==> config.mk <==
export PLATFORM = sky130hd
export DESIGN_NAME = agccs_core
export DESIGN_NICKNAME = d
export VERILOG_FILES = /design/src/rtl/agccs_pkg.sv /design/src/rtl/agccs_core.sv
export SDC_FILE = /design/constraint.sdc
export NUM_CORES = 1
export LEC_CHECK = 0
export ABC_CLOCK_PERIOD_IN_PS = 5400
export BUFFER_PORTS_ARGS = -buffer_cell sky130_fd_sc_hd__buf_2
export CAP_MARGIN = 10
export CORE_MARGIN = 2
export CORE_UTILIZATION = 55
export DETAILED_ROUTE_END_ITERATION = 6
export MAX_ROUTING_LAYER = met4
export PLACE_DENSITY = 0.76
export SYNTH_ARGS = -nofsm -noshare
export SYNTH_HDL_FRONTEND = slang
export SYNTH_SLANG_ARGS = --single-unit
==> constraint.sdc <==
create_clock -name clk_sys -period 5.4 [get_ports clk_sys]
set_input_delay 1.08 -clock clk_sys [delete_from_list [all_inputs] [get_ports clk_sys]]
set_output_delay 1.08 -clock clk_sys [all_outputs]
set_load 0.03 [all_outputs]
==> src/rtl/agccs_pkg.sv <==
package agccs_pkg;

    // register indices; byte address is four times the index
    localparam logic [7:0] IDX_CTRL_HIGH   = 8'h1b;
    localparam logic [7:0] IDX_CTRL_MID    = 8'h1c;
    localparam logic [7:0] IDX_CTRL_LOW    = 8'h1d;
    localparam logic [7:0] IDX_STATUS      = 8'h30;
    localparam logic [7:0] IDX_MANUAL_GAIN = 8'h31;

    // reset values
    localparam logic [7:0] RST_CTRL_HIGH   = 8'h03;
    localparam logic [7:0] RST_CTRL_MID    = 8'h40;
    localparam logic [7:0] RST_CTRL_LOW    = 8'h91;
    localparam logic [7:0] RST_MANUAL_GAIN = 8'h00;

    // gain hold modes
    localparam logic [1:0] HOLD_NONE   = 2'h0;
    localparam logic [1:0] HOLD_SYNC   = 2'h1;
    localparam logic [1:0] HOLD_ANALOG = 2'h2;
    localparam logic [1:0] HOLD_ALL    = 2'h3;

    // code that switches the absolute criterion off
    localparam logic [3:0] CS_ABS_OFF = 4'h8;

    // counts
    localparam logic [6:0] WAIT_UNIT   = 7'h08;  // samples per wait step
    localparam logic [3:0] OOK_UNIT_DB = 4'h4;   // dB per span step
    localparam logic [2:0] GAIN_MAX    = 3'h7;
    localparam logic [9:0] ANA_STEP_DB = 10'h006;
    localparam logic [9:0] DIG_STEP_DB = 10'h003;

    typedef struct packed {
        logic [1:0] hyst;
        logic [1:0] wait_sel;
        logic [1:0] hold;
        logic [1:0] span;
    } agccs_ctrl_low_t;

    typedef struct packed {
        logic       rsvd;
        logic       lna_priority;
        logic [1:0] rel_level;
        logic [3:0] abs_level;
    } agccs_ctrl_mid_t;

    typedef struct packed {
        logic [2:0] analog;
        logic [2:0] digital;
    } agccs_gain_t;

endpackage

==> src/rtl/agccs_core.sv <==
// Register access over Avalon-MM was decided locally.
`timescale 1ns/10ps
`default_nettype none
module agccs_core #(
    parameter int AMP_W = 8
) (
    input  wire logic             clk_sys,
    input  wire logic             resetn,
    input  wire logic [7:0]       avs_address,
    input  wire logic             avs_read,
    input  wire logic             avs_write,
    input  wire logic [31:0]      avs_writedata,
    input  wire logic [3:0]       avs_byteenable,
    output logic      [31:0]      avs_readdata,
    output logic                  avs_waitrequest,
    input  wire logic             sample_valid,
    input  wire logic [AMP_W-1:0] sample_amp,
    input  wire logic             sync_found,
    input  wire logic             rx_restart,
    output logic      [2:0]       analog_gain,
    output logic      [2:0]       digital_gain,
    output logic                  carrier_sense,
    output logic                  ook_bit
);

    // ------------------------------------------------------------
    // register file
    // ------------------------------------------------------------
    agccs_pkg::agccs_ctrl_low_t ctrl_low_ff;
    agccs_pkg::agccs_ctrl_mid_t ctrl_mid_ff;
    logic [7:0]                 ctrl_high_ff;
    logic [7:0]                 manual_ff;
    logic                       waitreq_ff;
    logic [31:0]                rdata_ff;
    agccs_pkg::agccs_gain_t     gain_ff;
    logic                       cs_ff;
    logic                       ook_ff;
    logic                       frozen_ff;
    logic [AMP_W-1:0]           avg_ff;
    logic                       avg_valid_ff;

    wire       req       = avs_read | avs_write;
    wire [7:0] idx       = {2'h0, avs_address[7:2]};
    wire       hit_high  = idx == agccs_pkg::IDX_CTRL_HIGH;
    wire       hit_mid   = idx == agccs_pkg::IDX_CTRL_MID;
    wire       hit_low   = idx == agccs_pkg::IDX_CTRL_LOW;
    wire       hit_stat  = idx == agccs_pkg::IDX_STATUS;
    wire       hit_man   = idx == agccs_pkg::IDX_MANUAL_GAIN;
    wire       wr_take   = avs_write & ~waitreq_ff & avs_byteenable[0];
    wire [7:0] wbyte     = avs_writedata[7:0];
    wire [15:0] status_w = {avg_ff, cs_ff, frozen_ff, gain_ff};

    // read mux; unmapped words read as zero
    wire [31:0] nxt_rdata =
        hit_high ? {24'h0, ctrl_high_ff} :
        hit_mid  ? {24'h0, 1'b0, ctrl_mid_ff[6:0]} :
        hit_low  ? {24'h0, ctrl_low_ff} :
        hit_stat ? {16'h0, status_w} :
        hit_man  ? {24'h0, manual_ff} : 32'h0;

    // one wait cycle, then the answer stands for one cycle
    wire nxt_waitreq = ~(req & waitreq_ff);

    // bus handshake and read data
    always_ff @(posedge clk_sys or negedge resetn)
    begin
        if (!resetn)
        begin
            waitreq_ff <= 1'b1;
            rdata_ff   <= 32'h0;
        end
        else
        begin
            waitreq_ff <= nxt_waitreq;
            rdata_ff   <= (req & waitreq_ff) ? nxt_rdata : rdata_ff;
        end
    end

    // writable registers, taken at the edge waitrequest is seen low
    always_ff @(posedge clk_sys or negedge resetn)
    begin
        if (!resetn)
        begin
            ctrl_high_ff <= agccs_pkg::RST_CTRL_HIGH;
            ctrl_mid_ff  <= agccs_pkg::RST_CTRL_MID;
            ctrl_low_ff  <= agccs_pkg::RST_CTRL_LOW;
            manual_ff    <= agccs_pkg::RST_MANUAL_GAIN;
        end
        else
        begin
            if (wr_take & hit_high) ctrl_high_ff <= wbyte;
            if (wr_take & hit_mid)  ctrl_mid_ff  <= {1'b0, wbyte[6:0]};
            if (wr_take & hit_low)  ctrl_low_ff  <= wbyte;
            if (wr_take & hit_man)  manual_ff    <= wbyte;
        end
    end

    // ------------------------------------------------------------
    // field decode
    // ------------------------------------------------------------
    logic [9:0] goal_db;
    always_comb
    begin
        unique case (ctrl_high_ff[2:0])
            3'h0: goal_db = 10'd24;
            3'h1: goal_db = 10'd27;
            3'h2: goal_db = 10'd30;
            3'h3: goal_db = 10'd33;
            3'h4: goal_db = 10'd36;
            3'h5: goal_db = 10'd38;
            3'h6: goal_db = 10'd40;
            3'h7: goal_db = 10'd42;
        endcase
    end

    logic [9:0] dz_hi;
    logic [9:0] dz_lo;
    // dead zone above and below the goal per hysteresis level
    always_comb
    begin
        unique case (ctrl_low_ff.hyst)
            2'h0: begin dz_hi = 10'd2; dz_lo = 10'd2; end
            2'h1: begin dz_hi = 10'd2; dz_lo = 10'd4; end
            2'h2: begin dz_hi = 10'd3; dz_lo = 10'd6; end
            2'h3: begin dz_hi = 10'd5; dz_lo = 10'd10; end
        endcase
    end

    // span of 8 << sel samples
    wire [6:0] span_n   = 7'h08 << ctrl_low_ff.span;
    wire [2:0] span_shf = 3'h3 + {1'b0, ctrl_low_ff.span};
    // discard count of 8 * (sel + 1)
    wire [6:0] wait_n   = agccs_pkg::WAIT_UNIT *
                          (7'h01 + {5'h0, ctrl_low_ff.wait_sel});
    // boundary of 4 * (span + 1) dB; 16 dB needs a fifth bit
    wire [4:0] ook_db   = {1'b0, agccs_pkg::OOK_UNIT_DB} *
                          (5'h01 + {3'h0, ctrl_low_ff.span});
    wire [1:0] hold     = ctrl_low_ff.hold;

    // ------------------------------------------------------------
    // averaging and post-adjust discard
    // ------------------------------------------------------------
    logic [6:0]  cnt_ff;
    logic [6:0]  wait_ff;
    logic [13:0] acc_ff;

    wire        take_smp  = sample_valid & (wait_ff == 7'h0);
    wire [13:0] acc_sum   = acc_ff + {{(14-AMP_W){1'b0}}, sample_amp};
    wire        span_done = take_smp & (cnt_ff == span_n - 7'h01);
    wire [13:0] avg_full  = acc_sum >> span_shf;
    wire        adjust;

    // accumulate, discard after an adjustment, publish averages
    always_ff @(posedge clk_sys or negedge resetn)
    begin
        if (!resetn)
        begin
            cnt_ff       <= 7'h0;
            acc_ff       <= 14'h0;
            wait_ff      <= 7'h0;
            avg_ff       <= '0;
            avg_valid_ff <= 1'b0;
        end
        else
        begin
            avg_valid_ff <= span_done & ~(wr_take & hit_low);
            // a new span setting restarts the running sum
            if (wr_take & hit_low)
            begin
                cnt_ff <= 7'h0;
                acc_ff <= 14'h0;
            end
            else if (span_done)
            begin
                cnt_ff <= 7'h0;
                acc_ff <= 14'h0;
                avg_ff <= avg_full[AMP_W-1:0];
            end
            else if (take_smp)
            begin
                cnt_ff <= cnt_ff + 7'h01;
                acc_ff <= acc_sum;
            end
            // discard window starts after each loop gain step, not after an override load
            if (adjust)
                wait_ff <= wait_n;
            else if (sample_valid & (wait_ff != 7'h0))
                wait_ff <= wait_ff - 7'h01;
        end
    end

    // ------------------------------------------------------------
    // gain loop
    // ------------------------------------------------------------
    wire [9:0] avg_w    = {{(10-AMP_W){1'b0}}, avg_ff};
    wire [9:0] red_db   = {7'h0, gain_ff.analog} * agccs_pkg::ANA_STEP_DB +
                          {7'h0, gain_ff.digital} * agccs_pkg::DIG_STEP_DB;
    wire       too_hot  = avg_w > goal_db + dz_hi;
    wire       too_cold = avg_w + dz_lo < goal_db;
    wire       ana_free = (hold == agccs_pkg::HOLD_NONE) |
                          ((hold == agccs_pkg::HOLD_SYNC) & ~frozen_ff);
    wire       dig_free = ana_free | (hold == agccs_pkg::HOLD_ANALOG);
    wire       ana_dn   = ana_free & too_hot & (gain_ff.analog != 3'h7);
    wire       dig_dn   = dig_free & too_hot & ~ana_dn &
                          (gain_ff.digital != agccs_pkg::GAIN_MAX);
    wire       dig_up   = dig_free & too_cold & (gain_ff.digital != 3'h0);
    wire       ana_up   = ana_free & too_cold & ~dig_up &
                          (gain_ff.analog != 3'h0);
    assign adjust = avg_valid_ff & (ana_dn | dig_dn | dig_up | ana_up);

    agccs_pkg::agccs_gain_t nxt_gain;
    // free adjustment; analog reduced first, digital restored first
    // analog held in hold mode two
    // both gains taken from the override register
    always_comb
    begin
        nxt_gain = gain_ff;
        if (hold == agccs_pkg::HOLD_ALL)
            nxt_gain = manual_ff[5:0];
        else if (avg_valid_ff)
        begin
            if (ana_dn) nxt_gain.analog  = gain_ff.analog + 3'h1;
            if (dig_dn) nxt_gain.digital = gain_ff.digital + 3'h1;
            if (dig_up) nxt_gain.digital = gain_ff.digital - 3'h1;
            if (ana_up) nxt_gain.analog  = gain_ff.analog - 3'h1;
        end
    end

    // freeze on sync word, released by a new reception
    wire nxt_frozen = (hold == agccs_pkg::HOLD_SYNC) &
                      (sync_found | (frozen_ff & ~rx_restart));

    always_ff @(posedge clk_sys or negedge resetn)
    begin
        if (!resetn)
        begin
            gain_ff   <= '0;
            frozen_ff <= 1'b0;
        end
        else
        begin
            gain_ff   <= nxt_gain;
            frozen_ff <= nxt_frozen;
        end
    end

    // ------------------------------------------------------------
    // carrier sense and on-off keying slicer
    // ------------------------------------------------------------
    logic [9:0] rssi_prev_ff;
    logic [9:0] rel_db;
    // relative step per setting, zero code disables
    always_comb
    begin
        unique case (ctrl_mid_ff.rel_level)
            2'h0: rel_db = 10'd0;
            2'h1: rel_db = 10'd6;
            2'h2: rel_db = 10'd10;
            2'h3: rel_db = 10'd14;
        endcase
    end

    wire [3:0] abs_lvl = ctrl_mid_ff.abs_level;
    // strength is amplitude plus the gain already taken away
    wire [9:0] rssi_db = avg_w + red_db;
    wire [9:0] abs_thr = goal_db + {{6{abs_lvl[3]}}, abs_lvl};
    // most negative code disables the absolute test
    wire       abs_on  = abs_lvl != agccs_pkg::CS_ABS_OFF;
    wire       abs_hit = abs_on & (rssi_db >= abs_thr);
    wire       rel_hit = (rel_db != 10'd0) & (rssi_db >= rssi_prev_ff + rel_db);
    // either criterion alone asserts carrier sense
    wire       nxt_cs  = abs_hit | rel_hit;
    // sample above average minus boundary slices as one
    wire [9:0] smp_w   = {{(10-AMP_W){1'b0}}, sample_amp};
    wire       nxt_ook = smp_w + {5'h0, ook_db} > avg_w;

    always_ff @(posedge clk_sys or negedge resetn)
    begin
        if (!resetn)
        begin
            cs_ff        <= 1'b0;
            rssi_prev_ff <= 10'h0;
            ook_ff       <= 1'b0;
        end
        else
        begin
            if (avg_valid_ff)
            begin
                cs_ff        <= nxt_cs;
                rssi_prev_ff <= rssi_db;
            end
            if (sample_valid)
                ook_ff <= nxt_ook;
        end
    end

    assign avs_readdata    = rdata_ff;
    assign avs_waitrequest = waitreq_ff;
    assign analog_gain     = gain_ff.analog;
    assign digital_gain    = gain_ff.digital;
    assign carrier_sense   = cs_ff;
    assign ook_bit         = ook_ff;
endmodule
`default_nettype wire

; Word level (Yosys, flattened, before mapping)
; Memories as Yosys holds them, arrays and structs flattened.
; Index checks and enable logic that the tools add are counted.
[word_totals]
reg_bits = 120
mem_bits_ro = 48
output_inout_bits = 41
wordCells = 149
mem_count = 1
[classes]
addsub = 18
mul = 2
n_lt_le_gt_ge = 5
n_eq_ne = 18
n_shift = 2
n_mux = 22
bitwise = 42
reduce_logical = 17
[memory_table]
columns = memory, words, width, read_ports, rd_clocked_by_memory_dff, wr, line_no
row1 = (no name shown), 8, 6, 1, 0, 0, agccs_core.sv:104  ; unique case (ctrl_high_ff[2:0])
[ops]
columns = cell, count
row1 = $pmux W10 S4, 2
row2 = $mux W16, 4
row3 = $mux W14, 3
row4 = $mux W7, 5
row5 = $add A10 B10 Y10, 3
row6 = $pmux W10 S3, 1
row7 = $and A1 B1 Y1, 27
row8 = $ge A9 B10 Y1, 2
row9 = $eq A6 B5 Y1 const B, 3
row10 = $reduce_bool A3 Y1, 5
row11 = $add A14 B8 Y14, 1
row12 = $shr A14 B3 Y8, 1
row13 = $sub A7 B1 Y7 const B, 2
row14 = $eq A2 B2 Y1 const B, 6
row15 = $eq A6 B6 Y1 const B, 2
row16 = $mux W3, 4
row17 = $mux W6, 2
row18 = $add A8 B10 Y10, 1
row19 = $gt A8 B10 Y1, 1
row20 = $lt A10 B10 Y1, 1
row21 = $mul A3 B2 Y5 const B, 2
row22 = $reduce_bool A10 Y1, 1
row23 = $add A8 B5 Y9, 1
row24 = $add A8 B7 Y9, 1
row25 = 21 further kinds, 45

; Longest topological paths before layout
[logic_depth]
ltp_word = 15
mapped_depth = 20

; Worst setup path before layout
; No wires, ideal clock.
[synth_path]
path_kind = flip-flop to flip-flop
start = register gain_ff (netlist bit analog_gain[1])
end = register cs_ff (netlist: carrier_sense)
arrival_ns = 4.042
required_ns = 5.281
slack_ns = 1.239
path_stages_with_launch = 18
path_buffers = 0
synth_period_minus_slack_ns = 4.161
cell_sequence = dfrtp_1 > ha_1 > inv_1 > fa_1 > fa_1 > inv_1 > ha_1 > a21o_1 > a21oi_1 > o21bai_1 > a21oi_1 > xnor2_1 > ha_1 > or4_1 > a21oi_1 > o21ai_0 > a22oi_1 > a21bo_2
[synth_between]
elab_chain_cells = 6
word_cells_on_any_way = 8
classes_between = add/sub (2) / mul (1) / order compare (2) / bitwise (3)
[synth_lines]
columns = element, line_no
row1 = from (decl), agccs_core.sv:35  ; agccs_pkg::agccs_gain_t gain_ff;
row2 = from (signal assigned), agccs_core.sv:242  ; gain_ff <= nxt_gain;
row3 = $mul A3 B2 Y5 (*), agccs_core.sv:196  ; wire [9:0] red_db = {7'h0, gain_ff.analog} * agccs_pkg::ANA_STEP_DB +
row4 = $add A6 B5 Y7 (*), agccs_core.sv:196
row5 = $add A8 B7 Y9 (*), agccs_core.sv:265  ; wire [9:0] rssi_db = avg_w + red_db;
row6 = named net rssi_db[7], agccs_core.sv:265
row7 = $ge A9 B10 Y1 (on tied branches), "agccs_core.sv:269, agccs_core.sv:270"
row8 = $and A1 B1 Y1 (on tied branches), "agccs_core.sv:269, agccs_core.sv:270"
row9 = $or A1 B1 Y1 (*), agccs_core.sv:272  ; wire nxt_cs = abs_hit | rel_hit;
row10 = to (signal assigned), agccs_core.sv:289  ; cs_ff <= nxt_cs;
row11 = to (decl), agccs_core.sv:36  ; logic cs_ff;
; The timed path passes the listed nets; every way through them passes the cells marked *.
; A chain may end at the register's enable or synchronous reset.

; Worst setup path in the final report
[layout_path]
start = register ctrl_high_ff[0]
end = register wait_ff[5]
[layout_between]
elab_chain_cells = 13
word_cells_on_any_way = 22
classes_between = add/sub (1) / order compare (2) / mux (1) / bitwise (16) / reduce/logical (1) / memory (1)
[layout_lines]
columns = element, line_no
row1 = from (decl), agccs_core.sv:31  ; logic [7:0] ctrl_high_ff;
row2 = from (signal assigned), agccs_core.sv:84  ; ctrl_high_ff <= agccs_pkg::RST_CTRL_HIGH;
row3 = from (signal assigned), agccs_core.sv:91  ; if (wr_take & hit_high) ctrl_high_ff <= wbyte;
row4 = $mem_v2 Z8 W6 (*), -
row5 = $add A10 B10 Y10, agccs_core.sv:198  ; wire too_hot = avg_w > goal_db + dz_hi;
row6 = $gt A8 B10 Y1, agccs_core.sv:198
row7 = $and A1 B1 Y1 (2 in a row), agccs_core.sv:203  ; wire ana_dn = ana_free & too_hot & (gain_ff.analog != 3'h7);
row8 = $not A1 Y1, agccs_core.sv:204  ; wire dig_dn = dig_free & too_hot & ~ana_dn &
row9 = $and A1 B1 Y1 (2 in a row), agccs_core.sv:204
row10 = $or A1 B1 Y1 (2 in a row), agccs_core.sv:209  ; assign adjust = avg_valid_ff & (ana_dn | dig_dn | dig_up | ana_up);
row11 = $or A1 B1 Y1 (*), agccs_core.sv:209
row12 = $and A1 B1 Y1 (*), agccs_core.sv:209
row13 = $mux W7 / $reduce_bool A2 Y1 (equally long branches), -
row14 = to (signal assigned), agccs_core.sv:186  ; wait_ff <= wait_n;
row15 = to (signal assigned), agccs_core.sv:188  ; wait_ff <= wait_ff - 7'h01;
row16 = to (decl), agccs_core.sv:144  ; logic [6:0] wait_ff;
; Every way passes the cells marked *; elsewhere a longest branch is shown, timed or not.

==> impl_metrics.yaml <==
clocking:
  ctsHoldBuffers: 0
  cts-root-to-sink-buffers: 2
  htreeDepth: 3
  cts-buffers-inserted: 9
  clock_latency_ps: 350
  post_cts_setup_repair_buffer_count: 0
  cts_sink_count: 103
  cts-resized-gates: 0
  ctsRootBufferMaster: "sky130_fd_sc_hd__clkbuf_16"
  cts.clk_slew.worst_paths_ps: 70
  tritoncts: "yes"
floorplan:
  die_w_um: 126.2
  die_area_sq_um: 15930
  initial_utilization_pct: 56.30
  floorplan.die.height_um: 126.2
  number_of_placement_rows: 44
  ios: 100
  design.core.area_sq_um: 14590
setup_path:
  worstSetupPathType: "reg2reg"
  critical_path_endpoint_category: "flip-flop"
  worst_r2r_setup_slack_ps: 720
  reg2reg_from: "ctrl_high_ff[0]"
  required_ps: 5640
  crit-reg2reg-capture: "wait_ff[5]"
  max_stage_delay_ps: 610
  ff2ff_path_depth: 18
  cp_data_arrival_time_ps: 4920
  worst_setup_path_start_kind: "flip-flop"
  cp_cell_sequence: "inv_1 > ha_1 > nor2_1 > or2_1 > xnor2_1 > ha_1 > nor2_1 > o31ai_1 > xnor2_1 > nand2_1 > ha_1 > nand4b_1 > a211oi_1 > a2111o_1 > nor3b_1 > nor2_1 > a31oi_2 > mux2_2"
  critical_path.max_fanout: 7
  cpMaxStageDelayCell: "sky130_fd_sc_hd__dfstp_2"
power:
  share_comb_of_total_power_pct: 30.0
  power.share.clock_pct: 28.4
  peakVddDrop_v: 0.0002942
  power.switching_mw: 0.7838
  p_seq_share_pct: 41.6
  power.internal_mw: 1.449
  leakagePower_nw: 4.250
  power.density_nw_per_um2: 251.3
  power_switching_share_pct: 35.11
  total_power_mw: 2.232
sta:
  slew_violations: 0
  timing_worst_slew_pin_value_ps: 1122
  final.min_clock_period_ps: 4680
  timing.slew.headroom_pct: 25.17
  timing_hold_violations_final: 0
  finalCritPeriodShare_pct: 86.68
  report.final.setup_viol: 0
  setup-tns-final_ps: 0
  fmaxAchievable_mhz: 213.7
  post-route-worst-setup-slack_ps: 719.5
  timing.clock.skew_ps: 8.221
  fin_worst_hold_slack_ps: 478.9
  rsz0062_at_grt: "no"
hold_path:
  min_from: "avs_readdata[9]"
  holdCritPathClass: "reg2reg"
  holdPathEnd: "avs_readdata[9]"
  hold_path_depth: 2
synth:
  postSynthCellCount: 904
  post_synth_xor_area_fraction_pct: 5.225
  synth-compound-area-share_pct: 17.72
  adder_cell_fraction_of_synth_area_pct: 17.58
  synth.mux.area_fraction_pct: 6.184
  post_synth_and_or_nand_nor_area_fraction_pct: 15.73
  synth_top_family_by_area: "compound AO/OA/AOI/OAI gates"
  synthesis.area_sq_um: 8214
  syn-mean-instance-area_sq_um: 9.086
  edff_count_synth: 0
  synth.lib_cells_used.distinct: 75
  yosysSeqAreaShare_pct: 31.49
  ys_ff_latch: 103
  yosys_warnings: 0
  async_flop_share_pct: 100.0
  main_synth_ff_type: "sky130_fd_sc_hd__dfrtp_1"
flow_run:
  cap_viol_max_count: 0
global_route:
  first_global_vias: 6465
  grt_antenna_before_repair: 0
  grt_overflow: 0
  grt_usage_pct: 26.27
  grt_pass1_wl_um: 32540
  grt_start_max_net_pins: 66
run_status:
  outcome: "complete, no violations"
detailed_routing:
  detailedRoute.firstIterationViolations: 407
  dr.pass1.iters: 6
  via_count: 6772
  postRouteWirelength_um: 20170
  drt-wirelength-per-cell_um: 17.76
  detailed_route_drc_error_count: 0
  ant_nets: 0
  viasPerCell: 5.961
place:
  pre_cts_ws_ps: 843.5
  globalplace.congestion: 0.9298
  hpwlAfterDp_um: 15220
  portBuffers: 54
  placed_area_sq_um: 8598
final_layout:
  area_delta_synth_final_pct: 8.149
  post_route_cells_drive_above_1_share_pct: 14.71
  final_net_count: 1113
  diode_insertion_count_for_antenna_repair: 0
  design_area_sq_um: 8884
[through the flow]
stage | utilization, % | std cells
detailed placement | 58.94 | 1120
finish | 60.89 | 1136
global placement | 58.94 | 1120
CTS | 60.89 | 1136
global route | 60.89 | 1136
floorplan | - | 919
[layer usage]
metal | global-route usage, % | routed length, um | share of wire [%] | vias to the layer above
met2 | 43.45 | 10110 | 50 | 175
met1 | 33.49 | 8711 | 43 | 3300
met3 | 4.970 | 975 | 4.8 | 26
li1 | - | - | - | 3271
met5 | - | 0 | 0 | -
met4 | 6.593 | 375 | 1.9 | 0
[worst max-delay path by stage]
stage,from,to,slack (ps),cells past startpoint
6_report,ctrl_high_ff[0],wait_ff[5],720,18
5_1_grt,ctrl_high_ff[0],wait_ff[5],460,18
4_1_cts,ctrl_high_ff[0],wait_ff[5],770,18
3_5_place_dp,ctrl_high_ff[0],wait_ff[5],840,18
3_3_place_gp,ctrl_high_ff[0],wait_ff[5],890,18
2_1_floorplan,analog_gain[1],carrier_sense,1240,17
[power groups by stage]
stage               clock, mW  combinational (mW)  sequential, mW
floorplan                   0               0.519           0.917
global placement            0               0.647           0.937
detailed placement          0               0.663           0.941
CTS                     0.644               0.668           0.928
global route            0.673               0.756           0.940
finish                  0.634               0.670           0.929
[synth_stat cells (all sizes together) (11+ instances only)]
cell | n | share of area [%]
a21o | 16 | 1.5
a21oi | 52 | 3.2
buf | 21 | 1.8
clkbuf | 22 | 1.0
dfrtp | 96 | 29
fa | 14 | 3.4
ha | 93 | 14
inv | 69 | 3.2
mux2 | 38 | 5.2
nand2 | 96 | 4.4
nand2b | 12 | 1.0
nand3 | 15 | 0.91
nor2 | 57 | 2.7
nor3 | 20 | 1.2
o211ai | 11 | 1.0
o21ai | 64 | 3.9
o31ai | 13 | 1.2
xnor2 | 33 | 3.5
xor2 | 16 | 1.7
[cells in the final DEF, fill, tap and decap left out, types with 16 or more instances in the layout]
cell | synthesis | routed
sky130_fd_sc_hd__xnor2_1 | 33 | 33
sky130_fd_sc_hd__buf_2 | 3 | 53
sky130_fd_sc_hd__nor2_1 | 55 | 55
sky130_fd_sc_hd__a21oi_1 | 52 | 52
sky130_fd_sc_hd__o21ai_0 | 62 | 62
sky130_fd_sc_hd__dfrtp_1 | 96 | 96
sky130_fd_sc_hd__conb_1 | 1 | 16
sky130_fd_sc_hd__xor2_1 | 16 | 16
sky130_fd_sc_hd__nand2_1 | 96 | 96
sky130_fd_sc_hd__ha_1 | 93 | 93
sky130_fd_sc_hd__a21o_1 | 16 | 16
sky130_fd_sc_hd__inv_1 | 69 | 69
sky130_fd_sc_hd__mux2_2 | 38 | 38
sky130_fd_sc_hd__nor3_1 | 20 | 20
[cells by family (layout without fill, tap and decap cells)]
family,count (synthesis),in the layout
mux,46,46
compound gates,223,223
simple gates,262,262
other cells,1,16
fa+ha+maj,107,107
flops,103,103
buf+inv,113,146
xor+xnor,49,49
[worst max-delay path: cells and delay by family, from the launching register on]
kind	cells	cell delay (ps)
xor+xnor	2	320
buf+inv	1	110
mux	1	400
simple gates	7	1050
compound gates	4	1280
flops	1	610
fa+ha+maj	3	790
[final cells by class]
type                            count  area (sq um)
Multi-Input combinational cell    703          5201
Sequential cell                   103          2586
Timing Repair Buffer               60         317.8
Tap cell                          184         230.2
Clock buffer                       11         242.7
Clock inverter                      5         42.54
Inverter                           70         262.8
Fill cell                        1292          5705
[sequential cells by signal (all words and copies together), names as in the netlist, 2 cells and up]
register / count
ctrl_low_ff: 6
ctrl_high_ff: 8
cnt_ff: 7
avg_ff: 8
manual_ff: 8
ctrl_mid_ff: 3
acc_ff: 14
abs_lvl: 4
wait_ff: 7
avs_readdata: 16
digital_gain: 3
analog_gain: 3
rssi_prev_ff: 9
hold: 2
Note: power is estimated with default switching activity, not from simulation.
